<file path="config.mk">
export PLATFORM = sky130hd
export DESIGN_NAME = cfrs_core
export DESIGN_NICKNAME = d
export VERILOG_FILES = /design/src/rtl/cfrs_pkg.sv /design/src/rtl/cfrs_rf_if.sv /design/src/rtl/cfrs_regfile.sv /design/src/rtl/cfrs_core.sv
export VERILOG_INCLUDE_DIRS = /design/src /design/src/rtl
export SDC_FILE = /design/constraint.sdc
export NUM_CORES = 1
export LEC_CHECK = 0
export BUFFER_PORTS_ARGS = -buffer_cell sky130_fd_sc_hd__buf_2
export CORE_UTILIZATION = 42
export DETAILED_ROUTE_END_ITERATION = 10
export MAX_ROUTING_LAYER = met4
export PLACE_DENSITY = 0.65
export SYNTH_ARGS = -nofsm -noshare
export SYNTH_HDL_FRONTEND = slang
export SYNTH_SLANG_ARGS = --single-unit
export TNS_END_PERCENT = 30
</file>
<file path="constraint.sdc">
create_clock -name core_clk -period 5.5 [get_ports core_clk]
set_input_delay 0.275 -clock core_clk [delete_from_list [all_inputs] [get_ports core_clk]]
set_output_delay 0.275 -clock core_clk [all_outputs]
set_load 0.02 [all_outputs]
</file>
<file path="src/rtl/cfrs_defs.svh">
// constants of the cpu flag, register file and stack pointer block
`ifndef CFRS_DEFS_SVH
`define CFRS_DEFS_SVH

// ----------------------------------------------------------------
// flag register layout and reset
// ----------------------------------------------------------------
`define CFRS_SR_I    7
`define CFRS_SR_T    6
`define CFRS_SR_H    5
`define CFRS_SR_S    4
`define CFRS_SR_V    3
`define CFRS_SR_N    2
`define CFRS_SR_Z    1
`define CFRS_SR_C    0
`define CFRS_SR_RST  8'h00
`define CFRS_MSB     7

// ----------------------------------------------------------------
// flag update mask bits
// ----------------------------------------------------------------
`define CFRS_FW_H    4
`define CFRS_FW_V    3
`define CFRS_FW_N    2
`define CFRS_FW_Z    1
`define CFRS_FW_C    0

// ----------------------------------------------------------------
// data space map
// ----------------------------------------------------------------
`define CFRS_RF_TOP  16'h001f
`define CFRS_IO_OFS  16'h0020
`define CFRS_A_SPL   16'h005d
`define CFRS_A_SPH   (`CFRS_A_SPL + 16'h0001)
`define CFRS_A_CPU_FLAG_REGISTER  16'h005f
`define CFRS_PTR_X   5'h1a
`define CFRS_PTR_Y   5'h1c
`define CFRS_PTR_Z   5'h1e

// ----------------------------------------------------------------
// stack pointer
// ----------------------------------------------------------------
`define CFRS_SP_RST  16'h04ff
`define CFRS_SP_MASK 16'h0fff
`define CFRS_ONE     16'h0001
`define CFRS_TWO     16'h0002

`endif

</file>
<file path="src/rtl/cfrs_pkg.sv">
// types shared by the cpu flag, register file and stack pointer block
package cfrs_pkg;

  // one operation per cycle from the instruction decoder
  typedef enum logic [3:0] {
    OP_NONE, OP_PUSH, OP_POP, OP_CALL, OP_RET,
    OP_RETURN_FROM_INT_OP, OP_SEI, OP_CLI, OP_BST, OP_BLD
  } cfrs_op_t;

  // indirect pointer selection and addressing mode
  typedef enum logic [1:0] {PS_X, PS_Y, PS_Z} cfrs_psel_t;
  typedef enum logic [1:0] {PM_DISP, PM_INC, PM_DEC} cfrs_pmode_t;

endpackage

</file>
<file path="src/rtl/cfrs_rf_if.sv">
// carrier between the core logic and the working register array
`timescale 1ns/1ns
`default_nettype none
interface cfrs_rf_if;
  logic [4:0]  ra, rb, rc;     // read addresses
  logic [7:0]  da, db, dc;     // read data
  logic [15:0] d16;            // pair read at ra
  logic        we;             // byte write
  logic [4:0]  wa;
  logic [7:0]  wd;
  logic        we16;           // pair write
  logic [4:0]  wa16;
  logic [15:0] wd16;
  logic [15:0] px, py, pz;     // pointer pairs

  modport core (output ra, rb, rc, we, wa, wd, we16, wa16, wd16,
                input  da, db, dc, d16, px, py, pz);
  modport store (input  ra, rb, rc, we, wa, wd, we16, wa16, wd16,
                 output da, db, dc, d16, px, py, pz);
endinterface
`default_nettype wire

</file>
<file path="src/rtl/cfrs_regfile.sv">
// 32 x 8 working register array with pair access
`timescale 1ns/1ns
`default_nettype none
`include "cfrs_defs.svh"
module cfrs_regfile (
  input wire logic   core_clk, // cpu clock
  cfrs_rf_if.store   rf        // core side
);
  logic [7:0] mem [32];

  // ----------------------------------------------------------------
  // reads: odd register is the high byte of a pair
  // ----------------------------------------------------------------
  assign rf.da  = mem[rf.ra];
  assign rf.db  = mem[rf.rb];
  assign rf.dc  = mem[rf.rc];
  assign rf.d16 = {mem[rf.ra | 5'h01], mem[rf.ra & 5'h1e]};
  assign rf.px  = {mem[`CFRS_PTR_X + 5'h01], mem[`CFRS_PTR_X]};
  assign rf.py  = {mem[`CFRS_PTR_Y + 5'h01], mem[`CFRS_PTR_Y]};
  assign rf.pz  = {mem[`CFRS_PTR_Z + 5'h01], mem[`CFRS_PTR_Z]};

  // writes: a byte write lands after a pair write, so it wins on overlap
  always_ff @(posedge core_clk) begin
    if (rf.we16) begin
      mem[rf.wa16 & 5'h1e] <= rf.wd16[7:0];
      mem[rf.wa16 | 5'h01] <= rf.wd16[15:8];
    end
    if (rf.we) begin
      mem[rf.wa] <= rf.wd;
    end
  end
endmodule // cfrs_regfile
`default_nettype wire

</file>
<file path="src/rtl/cfrs_core.sv">
// cpu flag register, working register file access and stack pointer
`timescale 1ns/1ns
`default_nettype none
`include "cfrs_defs.svh"
module cfrs_core (
  input  wire logic                core_clk,    // cpu clock
  input  wire logic                rst,         // async reset, high
  input  wire cfrs_pkg::cfrs_op_t  op,          // decoder operation
  input  wire logic [2:0]          bit_sel,     // bit for store/load
  input  wire logic [4:0]          rd_addr_a,   // operand a register
  input  wire logic [4:0]          rd_addr_b,   // operand b register
  input  wire logic                wr_en,       // result byte write
  input  wire logic [4:0]          wr_addr,     // result register
  input  wire logic [7:0]          wr_data,     // result byte
  input  wire logic                wr16_en,     // result pair write
  input  wire logic [4:0]          wr16_addr,   // result pair register
  input  wire logic [15:0]         wr16_data,   // result word
  input  wire logic [4:0]          flag_we,     // h v n z c update mask
  input  wire logic [7:0]          alu_res,     // alu result byte
  input  wire logic                alu_h,       // alu half carry
  input  wire logic                alu_v,       // alu overflow
  input  wire logic                alu_c,       // alu carry
  input  wire logic                irq_req,     // pending enabled irq
  input  wire logic                ptr_en,      // use a pointer address
  input  wire cfrs_pkg::cfrs_psel_t ptr_sel,    // pointer choice
  input  wire cfrs_pkg::cfrs_pmode_t ptr_mode,  // addressing mode
  input  wire logic [5:0]          ptr_disp,    // displacement
  input  wire logic                ds_re,       // data space read
  input  wire logic                ds_we,       // data space write
  input  wire logic                ds_io,       // address is io space
  input  wire logic [15:0]         ds_addr,     // direct address
  input  wire logic [7:0]          ds_wdata,    // write byte
  output logic [7:0]               rd_a_q,      // operand a
  output logic [7:0]               rd_b_q,      // operand b
  output logic [15:0]              rd16_q,      // pair operand at a
  output logic [7:0]               ds_rdata_q,  // data space read byte
  output logic [15:0]              ea_q,        // effective address
  output logic [7:0]               cpu_flag_register_q,      // flag register
  output logic [15:0]              sp_q,        // stack pointer
  output logic [15:0]              stk_addr_q,  // stack memory address
  output logic                     irq_grant_q  // interrupt taken
);
  import cfrs_pkg::*;

  // ----------------------------------------------------------------
  // helpers
  // ----------------------------------------------------------------
  function automatic logic in_rf(input logic [15:0] a);
    in_rf = (a <= `CFRS_RF_TOP);
  endfunction

  function automatic logic [15:0] sp_step(input logic [15:0] s,
                                           input logic [15:0] d,
                                           input logic        down);
    sp_step = (down ? s - d : s + d) & `CFRS_SP_MASK;
  endfunction

  cfrs_rf_if rf ();
  cfrs_regfile u_rf (.core_clk(core_clk), .rf(rf.store));

  // ----------------------------------------------------------------
  // indirect pointers
  // ----------------------------------------------------------------
  wire [15:0] ptr_val = (ptr_sel == PS_X) ? rf.px :
                        (ptr_sel == PS_Y) ? rf.py : rf.pz;
  wire [15:0] ptr_inc = ptr_val + `CFRS_ONE;
  wire [15:0] ptr_dec = ptr_val - `CFRS_ONE;
  wire [15:0] ptr_dsp = ptr_val + {10'h000, ptr_disp};
  // pre decrement addresses the new value, post increment the old one
  wire [15:0] ptr_ea  = (ptr_mode == PM_DEC)  ? ptr_dec :
                        (ptr_mode == PM_DISP) ? ptr_dsp : ptr_val;
  wire        ptr_upd = ptr_en && (ptr_mode != PM_DISP);
  wire [15:0] ptr_new = (ptr_mode == PM_INC) ? ptr_inc : ptr_dec;
  wire [4:0]  ptr_reg = (ptr_sel == PS_X) ? `CFRS_PTR_X :
                        (ptr_sel == PS_Y) ? `CFRS_PTR_Y : `CFRS_PTR_Z;

  // ----------------------------------------------------------------
  // data space decode
  // ----------------------------------------------------------------
  wire [15:0] dir_addr = ds_io ? ds_addr + `CFRS_IO_OFS : ds_addr;
  wire [15:0] eff      = ptr_en ? ptr_ea : dir_addr;
  wire        rf_hit   = in_rf(eff);
  wire        spl_hit  = (eff == `CFRS_A_SPL);
  wire        sph_hit  = (eff == `CFRS_A_SPH);
  wire        sr_hit   = (eff == `CFRS_A_CPU_FLAG_REGISTER);
  wire        sr_wr    = ds_we && sr_hit;

  // ----------------------------------------------------------------
  // register file ports
  // ----------------------------------------------------------------
  wire       is_bld  = (op == OP_BLD);
  wire [7:0] bit_one = 8'h01 << bit_sel;
  wire [7:0] bld_byte = cpu_flag_register_q[`CFRS_SR_T] ? (rf.da | bit_one)
                                           : (rf.da & ~bit_one);
  // one byte write port: decoder result beats bit load beats store
  assign rf.ra   = rd_addr_a;
  assign rf.rb   = rd_addr_b;
  assign rf.rc   = eff[4:0];
  assign rf.we   = wr_en || is_bld || (ds_we && rf_hit);
  assign rf.wa   = wr_en ? wr_addr : is_bld ? rd_addr_a : eff[4:0];
  assign rf.wd   = wr_en ? wr_data : is_bld ? bld_byte : ds_wdata;
  // pair port: decoder word result beats pointer write back
  assign rf.we16 = wr16_en || ptr_upd;
  assign rf.wa16 = wr16_en ? wr16_addr : ptr_reg;
  assign rf.wd16 = wr16_en ? wr16_data : ptr_new;

  // ----------------------------------------------------------------
  // interrupt grant and global enable
  // ----------------------------------------------------------------
  // grant only at an instruction boundary, so an OP_CLI in flight wins but a flag register store at an idle slot does not
  wire grant_d = irq_req && cpu_flag_register_q[`CFRS_SR_I] && (op == OP_NONE);
  wire [7:0] cpu_flag_register_d;
  assign cpu_flag_register_d[`CFRS_SR_I] = grant_d ? 1'b0 :
                              (op == OP_RETURN_FROM_INT_OP || op == OP_SEI) ? 1'b1 :
                              (op == OP_CLI) ? 1'b0 :
                              sr_wr ? ds_wdata[`CFRS_SR_I] : cpu_flag_register_q[`CFRS_SR_I];
  assign cpu_flag_register_d[`CFRS_SR_T] = (op == OP_BST) ? rf.da[bit_sel] :
                              sr_wr ? ds_wdata[`CFRS_SR_T] : cpu_flag_register_q[`CFRS_SR_T];

  // ----------------------------------------------------------------
  // arithmetic flags: an alu update beats a plain register write
  // ----------------------------------------------------------------
  assign cpu_flag_register_d[`CFRS_SR_H] = flag_we[`CFRS_FW_H] ? alu_h :
                              sr_wr ? ds_wdata[`CFRS_SR_H] : cpu_flag_register_q[`CFRS_SR_H];
  assign cpu_flag_register_d[`CFRS_SR_V] = flag_we[`CFRS_FW_V] ? alu_v :
                              sr_wr ? ds_wdata[`CFRS_SR_V] : cpu_flag_register_q[`CFRS_SR_V];
  assign cpu_flag_register_d[`CFRS_SR_N] = flag_we[`CFRS_FW_N] ? alu_res[`CFRS_MSB] :
                              sr_wr ? ds_wdata[`CFRS_SR_N] : cpu_flag_register_q[`CFRS_SR_N];
  assign cpu_flag_register_d[`CFRS_SR_Z] = flag_we[`CFRS_FW_Z] ? (alu_res == 8'h00) :
                              sr_wr ? ds_wdata[`CFRS_SR_Z] : cpu_flag_register_q[`CFRS_SR_Z];
  assign cpu_flag_register_d[`CFRS_SR_C] = flag_we[`CFRS_FW_C] ? alu_c :
                              sr_wr ? ds_wdata[`CFRS_SR_C] : cpu_flag_register_q[`CFRS_SR_C];
  // sign is derived, never stored apart, so it cannot drift from n and v
  assign cpu_flag_register_d[`CFRS_SR_S] = cpu_flag_register_d[`CFRS_SR_N] ^ cpu_flag_register_d[`CFRS_SR_V];

  // ----------------------------------------------------------------
  // stack pointer
  // ----------------------------------------------------------------
  wire down2 = grant_d || (op == OP_CALL);
  wire up2   = (op == OP_RET) || (op == OP_RETURN_FROM_INT_OP);
  wire pre_up = up2 || (op == OP_POP);
  wire [15:0] sp_d = down2 ? sp_step(sp_q, `CFRS_TWO, 1'b1) :
                     up2 ? sp_step(sp_q, `CFRS_TWO, 1'b0) :
                     (op == OP_PUSH) ? sp_step(sp_q, `CFRS_ONE, 1'b1) :
                     (op == OP_POP) ? sp_step(sp_q, `CFRS_ONE, 1'b0) :
                     (ds_we && spl_hit) ? {sp_q[15:8], ds_wdata} :
                     (ds_we && sph_hit) ? ({ds_wdata, sp_q[7:0]} & `CFRS_SP_MASK) :
                     sp_q;
  // push writes at the pointer, pop reads one above it
  wire [15:0] stk_d = pre_up ? sp_step(sp_q, `CFRS_ONE, 1'b0) :
                      (down2 || op == OP_PUSH) ? sp_q : stk_addr_q;

  // ----------------------------------------------------------------
  // read data selection
  // ----------------------------------------------------------------
  wire [7:0] ds_sel = rf_hit  ? rf.dc :
                      spl_hit ? sp_q[7:0] :
                      sph_hit ? sp_q[15:8] :
                      sr_hit  ? cpu_flag_register_q : 8'h00;
  wire [7:0] ds_rdata_d = ds_re ? ds_sel : ds_rdata_q;

  // ----------------------------------------------------------------
  // state registers
  // ----------------------------------------------------------------
  always_ff @(posedge core_clk or posedge rst) begin
    if (rst) begin
      cpu_flag_register_q      <= `CFRS_SR_RST;
      sp_q        <= `CFRS_SP_RST;
      stk_addr_q  <= `CFRS_SP_RST;
      irq_grant_q <= 1'b0;
    end else begin
      cpu_flag_register_q      <= cpu_flag_register_d;
      sp_q        <= sp_d;
      stk_addr_q  <= stk_d;
      irq_grant_q <= grant_d;
    end
  end

  // operand and address outputs, registered for timing
  always_ff @(posedge core_clk or posedge rst) begin
    if (rst) begin
      rd_a_q     <= '0;
      rd_b_q     <= '0;
      rd16_q     <= '0;
      ds_rdata_q <= '0;
      ea_q       <= '0;
    end else begin
      rd_a_q     <= rf.da;
      rd_b_q     <= rf.db;
      rd16_q     <= rf.d16;
      ds_rdata_q <= ds_rdata_d;
      ea_q       <= eff;
    end
  end

  wire       bst_bit = rf.da[bit_sel];
  wire [7:0] rf_dc   = rf.dc;
  wire       res_zero = (alu_res == 8'h00);
  wire       res_neg  = alu_res[`CFRS_MSB];
endmodule // cfrs_core
`default_nettype wire

</file>
==> metrics, run 1 <==
CTS max path bufs=3; synth-to-layout area growth=17.17%; Setup Skew=56.72 ps; library cells used by synthesis=87; ys async rst share=25.80%; antenna viol nets, final=0; Site Rows=90; power density over the cells=approximately 280 mW/mm2; multi-input logic area=0.01518 mm2; HP Class=in2reg; worst rel slew slack=between 30% and 40%; CTS Root Buffer Type=clkbuf_16; first-pass GRT wire length=143.2 mm; YS warnings=0; clk slew on worst S/H paths=60 ps; gr ovfl total=0; Routability Congestion=0.9787; setup ws final=169.0 ps; fin crit share=about 97%; ratio of cells with drive above 1 in the final layout=37.43%; VDD IR max=176.0 uV; antenna violations before repair=2; storage element area=0.009937 mm2; area of the core=0.06081 mm2; largest area contributor in the netlist=edfxtp_1; htree depth=2; most instantiated cells after synthesis=mux4_2 (318), edfxtp_1 (256), mux2i_1 (178); synthesized cell area=0.02606 mm2; commonest register cell after synthesis=edfxtp_1; Die Y=251.1 um; first drt pass iteration count=6; largest fanout on the critical path=8; GRT Total Usage=between 30 and 40%; Avg Cell Area, Syn=12.69 um2; total wire length=98.85 mm; design area=0.03054 mm2; worst skew pair latency=600 ps; total I/O pin count=207; # clock sinks=345; top area cells in the synthesized netlist=edfxtp_1 (29%), mux4_2 (27%), mux2i_1 (6.8%), dfrtp_1 (6.8%), a22oi_1 (3.6%); Num CTS Buffers=40; Critical Path AT=around 5500 ps; vias in the first global route=21330; count leader, synth=mux4_2; Max Cap Viol=0; cell area after placement=0.02908 mm2; largest net degree at the start of global routing=54; Fin. Hold Viols=0; via count=21660; Post-synth EDFFs=256; Reg2Reg Depth=16; crit path launch type=flip-flop; register bit count reported by yosys=about 350; fin util=approximately half; Vias/cell=6.911; fmax=between 150 and 200 MHz; Yosys top cell area share=29.50%; Wirelength per Cell=31.54 um; DP Worst Slack=-22.21 ps; final setup fails=0; Critical Path End Type=flip-flop; Fill cells=5288; worst endpoint required time=5690 ps; Pleak=11.48 nW; Max Transition Viols Final=0; WS Path Type=reg2reg; Port-buffer cells=197; drc violations=0; outcome=completed; WHS Path Cells=2; Initial Util=a little over two fifths; CTS tree=yes; sequential share of the synthesized area=38.13%; crit path time final=5331 ps; die width=251.1 um; Die ar.=0.06305 mm2; Post-Syn Instances=just over 2000; slew at the pin with the worst max-slew slack=1010 ps; Starting DRT DRC Count=3395; RSZ-0062 raised after global routing=true; Final HPWL DP=73.29 mm; Final Net Count=2446
flip-flops by register name, summed over array words and instances (netlist names):
| name | count |
|---|---|
| cpu_flag_register_q | 8 |
| ds_rdata_q | 8 |
| ea_q | 16 |
| irq_grant_q | 1 |
| rd16_q | 16 |
| rd_a_q | 8 |
| rd_b_q | 8 |
| sp_q | 12 |
| stk_addr_q | 12 |
| u_rf.mem | 256 |
cell families after synthesis:
logic type                 after synthesis  share of synthesized area [%]
muxes                                  528                          35.76
DFF                                    345                          38.13
AOI/OAI and AO/OA                      415                          10.72
and+or+nand+nor                        459                          8.705
other                                    1                        0.01439
adders and majority gates               16                         0.7970
buffers and inverters                  228                          3.827
xor gates and xnor gates                61                          2.050
cells in the final DEF, fill, tap and decap left out, drive strengths merged, types with 16 or more instances in the layout:
| cell type | instances |
|---|---|
| o21ai | 72 |
| dfrtp | 71 |
| dfstp | 18 |
| buf | 398 |
| nand2 | 134 |
| xor2 | 20 |
| mux2 | 31 |
| nand3 | 38 |
| mux4 | 318 |
| xnor2 | 41 |
| nor2 | 135 |
| edfxtp | 256 |
| nor3 | 42 |
| a22oi | 125 |
| a21oi | 86 |
| a31oi | 17 |
| inv | 35 |
| nand4 | 16 |
| mux2i | 179 |
| clkbuf | 53 |
repair_timing:
action,in CTS,in global routing
endpoints found under the hold margin,31,0
setup buffers,0,3
resized for setup,0,5
hold buffers,14,0
endpoints found under the setup margin,0,399
where the power goes:
group          leakage (nW)  total (W)  switching, W  internal, W
Combinational          7.49    0.00241       0.00140      0.00101
Sequential             3.36    0.00332      0.000252      0.00307
Clock                 0.621    0.00268       0.00118      0.00150
metrics by stage:
stage	cells	power (W)	setup TNS (ps)	hold slack [ps]
2_1_floorplan	2060	0.004826	0	368.6
3_3_place_gp	3043	0.005673	-0.7092	376.6
3_5_place_dp	3043	0.005716	-656.6	378.4
4_1_cts	3130	0.008367	0	3.131
5_1_grt	3133	0.008649	-32.88	36.75
6_report	3134	0.008404	0	37.91
final timing paths:
kind                                           to  slack, ps            start
hold / removal                        irq_grant_q         40            op[0]
min in group asynchronous  cpu_flag_register_q[3]        340              rst
setup / recovery                  u_rf.mem[31][5]        170  u_rf.mem[28][3]
hold reg to reg                     stk_addr_q[5]        500    stk_addr_q[5]
max in group asynchronous              rd16_q[13]       4040              rst
setup reg to reg                  u_rf.mem[31][5]        170  u_rf.mem[28][3]
metal layers:
metal | global-route usage [%] | routed length [um]
met1 | 40.49 | 35760
met2 | 49.24 | 45400
met3 | 7.755 | 12430
met4 | 14.69 | 5269
met5 | - | 0
final cells by class:
type                       instances  area share (%)
inverter                          34          0.4343
multi-input combinational       1487           49.72
clock buffer                      53           3.553
sequential                       345           32.54
clock inverter                    20          0.6392
tap                              782           3.204
timing repair buffer             412           9.904
antenna                            1        0.008195
critical path: stages, from the launching register on:
cell	delay, ps
edfxtp_1	420
mux2_2	340
mux2i_2	250
inv_2	100
ha_1	320
a21o_1	170
a22o_1	240
or3_1	320
a31oi_1	210
o211ai_1	180
a311o_1	350
or4_1	580
o41a_1	570
nor3_1	250
buf_4	220
nand2_2	70
nand2_1	380
Power figures use the tool's default switching activity.
==> run 2: changes to the inputs <==
- clock period: 5.5 -> 4.65 ns (I/O delays scaled with it)
==> run 2 against run 1 <==
The run now ends with negative setup slack left. Via count increased by 3.2%. Die area did not move. Combinational power increased by 28%. Wire length grew 4.0%. Clock-buffer cell count is 2 lower.
==> metrics, run 2 (same netlist as run 1, synthesis figures left out) <==
Site Rows=90 (unchanged); clk slew on worst S/H paths=60 ps (about the same); Fin. Hold Viols=0 (unchanged); GRT Total Usage=33.39% (was 32.17%); Vias/cell=6.928 (was 6.911); Critical Path End Type=flip-flop (unchanged); fmax=208.8 MHz (was 187.6 MHz); VDD IR max=229.6 uV (was 176.0 uV); power density over the cells=326.6 mW/mm2 (was 275.2 mW/mm2); crit path launch type=flip-flop (unchanged); Pleak=12.32 nW (was 11.48 nW); Crit. Startpoint=u_rf.mem[28][3] (unchanged); failing checks=negative setup slack; largest net degree at the start of global routing=68 (was 54); crit path time final=4789 ps (was 5331 ps); Routability Congestion=0.9906 (was 0.9787); Reg with most FFs=u_rf.mem (unchanged); design area=0.03249 mm2 (was 0.03054 mm2); Max Cap Viol=0 (unchanged); Max Transition Viols Final=0 (unchanged); Final Net Count=2537 (was 2446); Die ar.=0.06305 mm2 (unchanged); setup ws final=-138.8 ps (was 169.0 ps); drc violations=0 (unchanged); commonest non-fill, non-tap cells in the layout=mux4_2 (318), edfxtp_1 (256), buf_4 (218), buf_2 (193), mux2i_1 (176) (was mux4_2 (318), edfxtp_1 (256), buf_2 (193), mux2i_1 (177), buf_4 (174)); via count=22360 (was 21660); worst rel slew slack=35.14% (was 32.50%); synth-to-layout area growth=24.67% (was 17.17%); Hold Startpoint=ds_re (was op[0]); first drt pass iteration count=7 (was 6); slew at the pin with the worst max-slew slack=966.4 ps (was 1010 ps); final setup fails=215 (was 0); area of the core=0.06081 mm2 (unchanged); Worst R2R Setup Slack=-140 ps (was 170 ps); ratio of cells with drive above 1 in the final layout=45.09% (was 37.43%); Num CTS Buffers=41 (was 40); Setup Skew=52.84 ps (was 56.72 ps); biggest regs=u_rf.mem x256, ea_q x16, rd16_q x16 (unchanged); Initial Util=42.86% (unchanged); CTS Root Buffer Type=clkbuf_16 (unchanged); Critical Path AT=5010 ps (was 5520 ps); Reg2Reg Depth=17 (was 16); Port-buffer cells=197 (unchanged); vias in the first global route=21800 (was 21330); HP Class=in2reg (unchanged); worst skew pair latency=620 ps (was 600 ps); first-pass GRT wire length=148.0 mm (was 143.2 mm); fin crit share=103.0% (was 96.93%); CTS tree=yes (unchanged); Starting DRT DRC Count=3810 (was 3395); Wirelength per Cell=31.85 um (was 31.54 um); worst r2r dst=u_rf.mem[14][4] (was u_rf.mem[31][5]); Die Y=251.1 um (unchanged); outcome=complete, but fails checks (was completed); total I/O pin count=207 (unchanged); gr ovfl total=0 (unchanged); htree depth=2 (unchanged); crit path to=u_rf.mem[14][4] (was u_rf.mem[31][5]); Final HPWL DP=76.47 mm (was 73.29 mm); max reg flops=256 (unchanged); WS Path Type=reg2reg (unchanged); antenna violations before repair=0 (was 2); die width=251.1 um (unchanged); largest fanout on the critical path=8 (unchanged); # clock sinks=345 (unchanged); Tot Pwr=0.01061 W (was 0.008404 W); total wire length=102.8 mm (was 98.85 mm); CTS max path bufs=3 (unchanged); cell area after placement=0.03001 mm2 (was 0.02908 mm2); RSZ-0062 raised after global routing=true (unchanged); worst endpoint required time=4870 ps (was 5690 ps); R2R Path Start=u_rf.mem[28][3] (unchanged); most common cell after layout, fill and taps aside=mux4_2 (unchanged); antenna viol nets, final=0 (unchanged)
run 2: cell count changes in the layout (fill, tap and decap cells not counted), sizes merged:
cell and change:
clkinv +1, buf +87, bufinv +4, clkbuf -2
dlygate4sd3 +3
run 2: how the worst min path moves through the flow:
stage | endpoint | slack [ps] | cells past startpoint
floorplan | cpu_flag_register_q[0] | 330 | 1
global placement | cpu_flag_register_q[0] | 430 | 2
detailed placement | cpu_flag_register_q[5] | 440 | 2
CTS | ds_rdata_q[5] | 6 | 2
global route | cpu_flag_register_q[6] | 20 | 3
finish | ds_rdata_q[6] | 30 | 2
run 2: final cells by class:
type                       instances  area (um2)
antenna                            1       2.502
fill                            4996       28320
sequential                       345        9937
clock inverter                    25       327.8
tap                              782       978.4
clock buffer                      51        1176
timing repair buffer             502        3998
inverter                          34       137.6
multi-input combinational       1487       15930
run 2: report_power, final:
group / leakage (nW) / switching, W / internal (W)
combinational: 8.23 / 0.00176 / 0.00132
sequential: 3.36 / 0.000303 / 0.00363
clock: 0.728 / 0.00146 / 0.00215
total: 12.3 / 0.00352 / 0.00710
run 2: worst max-delay path: stages (launching register included):
cell	delay, ps
edfxtp_1	440
mux2_4	310
mux2i_4	210
clkinv_4	100
ha_4	230
a21o_1	160
a22o_1	280
or3_1	320
a31oi_1	180
o211ai_1	150
a311o_1	340
or4_4	440
o41a_1	360
buf_6	160
nor3_4	190
buf_6	160
and2_4	150
o21bai_4	270
run 2: what timing repair did:
item	4_1_cts	5_1_grt
hold buffers	17	0
pin swaps	7	12
buffers inserted	4	3
gates resized for setup	55	126
endpoints found under the setup margin	518	523
hold endpoints to repair	54	0
run 2: through the flow:
step | util, % | hold slack, ps | setup TNS, ps | instances | worst slack [ps]
3_3_place_gp | 49.35 | 426.4 | -125570 | 3127 | -458.5
2_1_floorplan | - | 326.1 | 0 | 2060 | 14.36
3_5_place_dp | 49.35 | 439.1 | -142330 | 3127 | -441.9
5_1_grt | 53.42 | 23.39 | -59450 | 3226 | -227.4
4_1_cts | 52.53 | 6.030 | -2978 | 3224 | -77.58
6_report | 53.43 | 30.27 | -9549 | 3227 | -138.8
run 2: per-layer routing:
layer / vias up / part of all wire, % / GRT usage [%]
met5: - / 0 / -
met4: 0 / 6.0 / 16.62
met3: 314 / 13 / 8.004
met2: 1811 / 45 / 49.24
met1: 11180 / 36 / 43.15
li1: 9051 / - / -
